[config.mk]
export PLATFORM = sky130hd
export DESIGN_NAME = dts_core
export DESIGN_NICKNAME = d
export VERILOG_FILES = /design/src/verilog/dts_pkg.sv /design/src/verilog/dts_core.sv /design/src/verilog/dts_skid.sv
export SDC_FILE = /design/constraint.sdc
export NUM_CORES = 1
export LEC_CHECK = 0
export ABC_AREA = 1
export CAP_MARGIN = 10
export CORE_UTILIZATION = 64
export DETAILED_ROUTE_END_ITERATION = 6
export DONT_BUFFER_PORTS = 1
export GPL_TIMING_DRIVEN = 1
export PLACE_DENSITY = 0.78
export SYNTH_ARGS = -nofsm -noshare
export SYNTH_HDL_FRONTEND = slang
export SYNTH_SLANG_ARGS = --single-unit
[constraint.sdc]
create_clock -name CLOCK -period 11.2 [get_ports CLOCK]
set_input_delay 0.56 -clock CLOCK [delete_from_list [all_inputs] [get_ports CLOCK]]
set_output_delay 0.56 -clock CLOCK [all_outputs]
set_load 0.02 [all_outputs]
[src/verilog/dts_pkg.sv]
/*
  Shared definitions of the DDS tuning and output select core: word codes,
  control word layout, widths, reset values and the state records.
  Assumes a front end that delivers whole decoded 16-bit words.
*/
package dts_pkg;

  // Widths
  localparam int ACC_W        = 28;
  localparam int PHASE_W      = 12;
  localparam int DAC_W        = 10;
  localparam int HALF_W       = 14;
  localparam int WORD_W       = 16;
  localparam int ACC_TOP_LSB  = ACC_W - PHASE_W;

  // Word layout
  localparam int CMD_MSB       = 15;
  localparam int CMD_LSB       = 14;
  localparam int PHASE_SEL_BIT = 13;
  localparam logic [1:0] CMD_CTRL   = 2'h0;
  localparam logic [1:0] CMD_FREQ_A = 2'h1;
  localparam logic [1:0] CMD_FREQ_B = 2'h2;
  localparam logic [1:0] CMD_PHASE  = 2'h3;

  // Amplitude shaping
  localparam int PARA_W     = 22;
  localparam int PARA_SHIFT = 11;
  localparam logic [PARA_W-1:0]  PARA_SPAN = 22'h000800;
  localparam logic [DAC_W-1:0]   DAC_MID   = 10'h200;
  localparam logic [DAC_W-2:0]   AMP_MAX   = 9'h1FF;

  // Control word, bit 13 down to bit 0
  typedef struct packed {
    logic b28;
    logic hlb;
    logic freq_bank_bit;
    logic phase_bank_bit;
    logic select_source;
    logic reset_bit;
    logic sleep_clock;
    logic sleep_dac;
    logic square_out_enable;
    logic square_out_source;
    logic msb_divider_select;
    logic reserved_2;
    logic wave_mode;
    logic reserved_0;
  } dts_ctrl_t;

  typedef struct packed {
    logic [ACC_W-1:0]   freq_a;
    logic [ACC_W-1:0]   freq_b;
    logic [PHASE_W-1:0] phase_a;
    logic [PHASE_W-1:0] phase_b;
    dts_ctrl_t          ctrl;
    logic               lsb_done;
    logic [ACC_W-1:0]   acc;
    logic [PHASE_W-1:0] phase;
    logic               run;
    logic               msb_prev;
    logic               msb_half;
    logic               sq_out;
    logic               sq_en;
  } dts_state_t;

  typedef struct packed {
    logic             main_valid;
    logic             spare_valid;
    logic [DAC_W-1:0] main_data;
    logic [DAC_W-1:0] spare_data;
  } dts_skid_t;

  // Reset values
  localparam dts_state_t ST_RESET   = '0;
  localparam dts_skid_t  SKID_RESET = '0;

endpackage

[src/verilog/dts_core.sv]
/*
  DDS tuning and output select core: tuning and offset registers, bank
  selection, phase accumulator, sine or triangle shaping and the square
  output pin. Assumes decoded 16-bit words arrive one per cycle at most
  and that the DAC side may stall through its ready.
*/
`timescale 1ns/10ps

// Behaviour
// - Enable high drives square pin with source
// - Enable low floats the square pin
// - Source high routes comparator to pin
// - Source low routes DAC data MSB
// - Divider bit picks MSB or MSB halved
// - Mode high gives triangle, bypassing sine
// - Mode low gives sine through parabolic approximation
// - Two 28-bit tuning, two 12-bit offsets
// - 28-bit accumulator adds selected word
// - Offset added to top 12 phase bits
// - Select source picks pins or bits
// - Governing selector zero picks first word
// - Governing selector picks phase offset
// - Selection source switchable at any time
// - Bank bits at bit 11 and 10
// - Select source at bit 9
// - Select pins sampled on falling edge
module dts_core (
  // Clock, reset and enable
  input  wire logic                        CLOCK,
  input  wire logic                        RESET_N,
  input  wire logic                        CE,
  // Decoded register words
  input  wire logic                        WORD_VALID,
  input  wire logic [dts_pkg::WORD_W-1:0]  WORD_DATA,
  // Bank select pins and comparator
  input  wire logic                        FREQ_BANK_PIN,
  input  wire logic                        PHASE_BANK_PIN,
  input  wire logic                        COMPARATOR_IN,
  // DAC data stream
  output logic [dts_pkg::DAC_W-1:0]        DAC_DATA,
  output logic                             DAC_VALID,
  input  wire logic                        DAC_READY,
  // Square output pin
  output logic                             SQUARE_OUT,
  output logic                             SQUARE_OUT_EN
);

  logic                         rst_meta;
  logic                         rst_n;
  logic                         pin_freq;
  logic                         pin_phase;
  dts_pkg::dts_state_t          st;
  dts_pkg::dts_state_t          nx;
  logic [1:0]                   cmd;
  logic                         use_b;
  logic                         use_phase_b;
  logic [dts_pkg::ACC_W-1:0]    sel_freq;
  logic [dts_pkg::PHASE_W-1:0]  sel_phase;
  logic [dts_pkg::PHASE_W-1:0]  acc_top;
  logic [dts_pkg::ACC_W-1:0]    fw;
  logic                         hi_half;
  logic                         buf_ready;
  logic                         advance;
  logic [10:0]                  fold;
  logic [dts_pkg::PARA_W-1:0]   para;
  logic [dts_pkg::DAC_W-2:0]    amp;
  logic [dts_pkg::DAC_W-1:0]    sine_word;
  logic [dts_pkg::DAC_W-1:0]    tri_word;
  logic [dts_pkg::DAC_W-1:0]    dac_next;
  logic                         dac_msb;
  logic                         sq_sel;

  // Reset release through two flops
  always_ff @(posedge CLOCK or negedge RESET_N) begin
    if (!RESET_N) begin
      rst_meta <= 1'b0;
      rst_n    <= 1'b0;
    end else begin
      rst_meta <= 1'b1;
      rst_n    <= rst_meta;
    end
  end

  // Pins change near the rising edge, so they are caught half a cycle away
  always_ff @(negedge CLOCK or negedge rst_n) begin
    if (!rst_n) begin
      pin_freq  <= 1'b0;
      pin_phase <= 1'b0;
    end else if (CE) begin
      pin_freq  <= FREQ_BANK_PIN;
      pin_phase <= PHASE_BANK_PIN;
    end
  end

  // Bank choice follows the governing source in the same cycle
  assign use_b       = st.ctrl.select_source ? pin_freq : st.ctrl.freq_bank_bit;
  assign use_phase_b = st.ctrl.select_source ? pin_phase : st.ctrl.phase_bank_bit;
  assign sel_freq    = use_b ? st.freq_b : st.freq_a;
  assign sel_phase   = use_phase_b ? st.phase_b : st.phase_a;
  assign acc_top     = st.acc[dts_pkg::ACC_W-1:dts_pkg::ACC_TOP_LSB];

  assign cmd     = WORD_DATA[dts_pkg::CMD_MSB:dts_pkg::CMD_LSB];
  assign hi_half = st.ctrl.b28 ? st.lsb_done : st.ctrl.hlb;
  assign fw      = (cmd == dts_pkg::CMD_FREQ_B) ? st.freq_b : st.freq_a;

  // The stream advances only when the buffer can take the word
  assign advance = st.run && buf_ready;

  // Parabolic sine: no table memory, peak error about five percent
  assign fold = st.phase[10:0];
  assign para = dts_pkg::PARA_W'({11'h000, fold} * (dts_pkg::PARA_SPAN - {11'h000, fold}));
  assign amp  = para[20] ? dts_pkg::AMP_MAX : para[19:11];
  assign sine_word = st.phase[11] ? (dts_pkg::DAC_MID - {1'b0, amp})
                                  : (dts_pkg::DAC_MID + {1'b0, amp});
  assign tri_word  = st.phase[11] ? ~st.phase[10:1] : st.phase[10:1];
  assign dac_next  = st.ctrl.wave_mode ? tri_word : sine_word;
  assign dac_msb   = dac_next[dts_pkg::DAC_W-1];

  assign sq_sel = st.ctrl.square_out_source ? COMPARATOR_IN
                : (st.ctrl.msb_divider_select ? dac_msb : st.msb_half);

  always_comb begin
    nx     = st;
    nx.run = 1'b1;
    // Register words; reserved control bits are stored as written
    if (WORD_VALID) begin
      if (cmd == dts_pkg::CMD_CTRL) begin
        nx.ctrl     = dts_pkg::dts_ctrl_t'(WORD_DATA[13:0]);
        nx.lsb_done = 1'b0;
      end else if (cmd == dts_pkg::CMD_PHASE) begin
        if (WORD_DATA[dts_pkg::PHASE_SEL_BIT]) begin
          nx.phase_b = WORD_DATA[dts_pkg::PHASE_W-1:0];
        end else begin
          nx.phase_a = WORD_DATA[dts_pkg::PHASE_W-1:0];
        end
      end else begin
        if (st.ctrl.b28) begin
          nx.lsb_done = ~st.lsb_done;
        end
        if (hi_half) begin
          if (cmd == dts_pkg::CMD_FREQ_B) begin
            nx.freq_b = {WORD_DATA[13:0], fw[13:0]};
          end else begin
            nx.freq_a = {WORD_DATA[13:0], fw[13:0]};
          end
        end else begin
          if (cmd == dts_pkg::CMD_FREQ_B) begin
            nx.freq_b = {fw[27:14], WORD_DATA[13:0]};
          end else begin
            nx.freq_a = {fw[27:14], WORD_DATA[13:0]};
          end
        end
      end
    end
    // Phase path
    if (advance) begin
      nx.acc      = st.acc + sel_freq;
      nx.phase    = acc_top + sel_phase;
      nx.msb_prev = dac_msb;
      if (dac_msb && !st.msb_prev) begin
        nx.msb_half = ~st.msb_half;
      end
    end
    // Square pin
    nx.sq_en  = st.ctrl.square_out_enable;
    nx.sq_out = st.ctrl.square_out_enable ? sq_sel : 1'b0;
  end

  always_ff @(posedge CLOCK or negedge rst_n) begin
    if (!rst_n) begin
      st <= dts_pkg::ST_RESET;
    end else if (CE) begin
      st <= nx;
    end
  end

  dts_skid u_skid (
    .clk       (CLOCK),
    .rst_n     (rst_n),
    .ce        (CE),
    .in_valid  (st.run),
    .in_data   (dac_next),
    .in_ready  (buf_ready),
    .out_valid (DAC_VALID),
    .out_data  (DAC_DATA),
    .out_ready (DAC_READY)
  );

  assign SQUARE_OUT    = st.sq_out;
  assign SQUARE_OUT_EN = st.sq_en;
endmodule

[src/verilog/dts_skid.sv]
/*
  Two-entry buffer between the waveform stage and the DAC port.
  Assumes one clock, an already synchronised active-low reset and a
  clock enable that freezes it.
*/
`timescale 1ns/10ps
module dts_skid (
  // Clock and reset
  input  wire logic                      clk,
  input  wire logic                      rst_n,
  input  wire logic                      ce,
  // Filling side
  input  wire logic                      in_valid,
  input  wire logic [dts_pkg::DAC_W-1:0] in_data,
  output logic                           in_ready,
  // Draining side
  output logic                           out_valid,
  output logic [dts_pkg::DAC_W-1:0]      out_data,
  input  wire logic                      out_ready
);

  dts_pkg::dts_skid_t st;
  dts_pkg::dts_skid_t nx;

  // Ready is a flop, so the source never sees a combinational path
  assign in_ready  = ~st.spare_valid;
  assign out_valid = st.main_valid;
  assign out_data  = st.main_data;

  always_comb begin
    nx = st;
    if (out_ready || !st.main_valid) begin
      if (st.spare_valid) begin
        nx.main_data   = st.spare_data;
        nx.main_valid  = 1'b1;
        nx.spare_valid = 1'b0;
      end else begin
        nx.main_data  = in_data;
        nx.main_valid = in_valid;
      end
    end else if (in_valid && !st.spare_valid) begin
      nx.spare_data  = in_data;
      nx.spare_valid = 1'b1;
    end
  end

  always_ff @(posedge clk or negedge rst_n) begin
    if (!rst_n) begin
      st <= dts_pkg::SKID_RESET;
    end else if (ce) begin
      st <= nx;
    end
  end

endmodule

==> results.md <==
- Initial antenna violation count: 0
- Starting Density: 0.6512
- Worst hold margin: around 0.26 ns
- Post-synth top area cell: dfrtp_1
- Ratio of cells with drive above 1 in the final layout: 0.05732
- Gr usage total: 0.3130
- Total core area: 0.02096 mm2
- CP Class: reg2reg
- Critical path fanouts, max: 30
- Clock transition at path regs: roughly 0.070 ns
- Io pins: 37
- Post-synthesis sequential area ratio: 0.2953
- Count of input and output buffers: 0
- Final net count: 1971
- Worst EP required: ~12 ns
- Reg2reg start: pin_freq$_DFFE_NN0P_
- Drt pass-1 iters: 5
- Reg2Reg Depth: 16
- Number of global-route vias before repair: roughly 11000
- 1st-iter DRT viols: 695
- Final Max Slew Viols: 0
- Die height: between 100 and 150 um
- Status: complete, no violations
- Post-cts resize count: 0
- Ys async rst share: 1.000
- CTS sink count: 161
- Max Used Layer: met4
- Tightest Hold Check Type: in2reg
- R2R Setup Slk: between 1.5 and 2 ns
- Slowest-stage cell, CP: o21ai_4
- Grt ovf: 0
- Die outline width: between 100 and 150 um
- Synth top area share: 0.2916
- Largest net degree at the start of global routing: 68
- RSZ-0062 raised after global routing: no
- Final WL: ~33000 um
- Hold Startpoint: CE
- Routed wl met2: roughly 16000 um
- CP Launch Type: flop
- Max cap viols: 0
- Worst Skew: between 0.03 and 0.04 ns
- Most common cell in the netlist: nand2_1
- Ys flop type: dfrtp_1
- Yosys cell types: between 40 and 50
- Syn Std Cell Area: ~0.014 mm2
- Layout fillers: ~1700
- Hold EP: st[4]$_DFFE_PN0P_
- Crit-path cells: inv_1 > o21ai_4 > buf_4 > a21oi_1 > ha_1 > a21oi_1 > nand2_1 > a21oi_1 > o21ai_2 > a21oi_2 > o21ai_1 > a21oi_1 > o21ai_0 > or2_0 > nand3_1 > nand2_1
- Worst EP arrival: around 9.7 ns
- Hold Vio Cnt, Final: 0
- Num rows: 53
- Flops & latches, synth: roughly 160
- Hold-critical path depth: 1
- Vias: 11390
- Syn_area_per_cell: approximately 7.6 um2
- Slew headroom: 0.2153
- CP peak stage delay: between 0.5 and 0.6 ns
- Root buffer cell: clkbuf_16
- CTS tree: done
- CTS buffer count: 17
- CP Launch Point: pin_freq$_DFFE_NN0P_
- Number of synthesized flops with an enable pin: 0
- Vias per cell: around 5.6
- Area growth syn-to-layout: 5.290%
- CTS Buffer Depth: 2
- DRC: 0
- Met3 wire length: 1584 um
- Worst skew pair latency: roughly 0.43 ns
- Detail Route Antenna Nets: 0
- Setup TNS: 0 ns
- Post-synth top cells: nand2_1 (440), inv_1 (252), o21ai_0 (225), dfrtp_1 (159), nor2_1 (133)
- Top cells by area, synth: dfrtp_1 (29%), fa_1 (13%), nand2_1 (12%), ha_1 (9.9%), o21ai_0 (8.3%)
- Antenna fix cells: 0
- GP Congestion: approximately 0.9
- Worst Setup End Kind: flop
- Wl on met1: between 10000 and 15000 um
- Syn Inst Count: 1790
- # Post-CTS Setup Buffers: 0
- R2R Path End: acc_top[4]$_DFFE_PN0P_
- Routed len/inst: between 15 and 20 um
- Post-DP HPWL: roughly 25000 um
- Worst slew pin tran: between 1 and 1.5 ns
- Hold buffer count at CTS: 1
- H-tree Lvls: 4
- Crit-path most repeated cell: a21oi_1
- Count of final setup violators: 0
- DIE AREA: 0.02191 mm2
- First-pass GRT wire length: between 50000 and 60000 um
- Warnings, synthesis: 0
cell families (layout without fill, tap and decap cells):
kind of cell	Yosys count	in the layout	synth area share
fa+ha+maj	198	198	0.2311
xor+xnor	31	31	0.01990
mux	13	13	0.01064
simple gates	692	692	0.2093
compound gates	357	357	0.1379
buf+inv	336	300	0.09536
flops	161	161	0.2953
other cells	2	10	0.0005504
final cells by class:
type	count	area [um2]	share of cell area
multi-input cells	1301	8371	0.5826
flip-flops and latches	161	4033	0.2807
inverters	260	975.9	0.06793
clock buffers	18	439.2	0.03057
well taps	275	344.1	0.02395
clock inverters	14	142.6	0.009928
repair buffers	8	62.56	0.004354
routing by layer:
| layer | vias to the layer above | global-route usage |
|---|---|---|
| met3 | 73 | 0.04352 |
| met4 | 0 | 0.1418 |
| li1 | 5592 | - |
| met5 | - | 0 |
| met2 | 314 | 0.5362 |
| met1 | 5408 | 0.3933 |
worst max-delay path: cells and delay by family, from the launching register on:
family / cells / cell delay (ns)
buffers and inverters: 2 / 0.48
adder cells (fa/ha/maj): 1 / 0.34
flip-flops: 1 / 0.39
AO/OA/AOI/OAI: 9 / 2.00
AND/OR/NAND/NOR: 4 / 0.43
state kept, by name, indices dropped and copies added, names as in the netlist, 10 cells and up:
name / cells
acc_top: 12
fold: 11
st: 109
u_skid.out_data: 10
u_skid.st: 11
per-stage QoR:
stage                     worst slack, ns    util  cell area, um2  instances
after global placement              1.988  0.6574           13780       2004
after global routing                1.542  0.6856           14370       2037
after floorplan                    0.9507       -           13680       1798
after detailed placement            1.910  0.6574           13780       2004
after CTS                           1.908  0.6856           14370       2037
final                               1.849  0.6856           14370       2037
cell usage in the layout (no fill, tap or decap), types with 13 or more instances in the layout:
| cell type | netlist | final |
|---|---|---|
| clkbuf_16 | 0 | 17 |
| fa_1 | 90 | 90 |
| dfrtp_1 | 159 | 158 |
| xor2_1 | 13 | 13 |
| ha_1 | 108 | 108 |
| o21ai_0 | 225 | 222 |
| nor2_1 | 133 | 133 |
| inv_1 | 252 | 252 |
| a21oi_1 | 93 | 93 |
| xnor2_1 | 18 | 18 |
| nand2_1 | 440 | 440 |
| nand3_1 | 55 | 54 |
worst max-delay path by stage:
| stage | slack (ns) | depth (start not counted) | end |
|---|---|---|---|
| final | 1.85 | 16 | acc_top[4]$_DFFE_PN0P_ |
| after floorplan | 0.95 | 0 | pin_freq$_DFFE_NN0P_ |
| after global placement | 1.99 | 16 | acc_top[6]$_DFFE_PN0P_ |
| after CTS | 1.91 | 16 | acc_top[4]$_DFFE_PN0P_ |
| after detailed placement | 1.91 | 16 | acc_top[4]$_DFFE_PN0P_ |
| after global routing | 1.54 | 17 | acc_top[4]$_DFFE_PN0P_ |
Power is left out: the tool's default activity adds up to more than one toggle a clock period on the data nets, which glitch-free logic cannot reach.
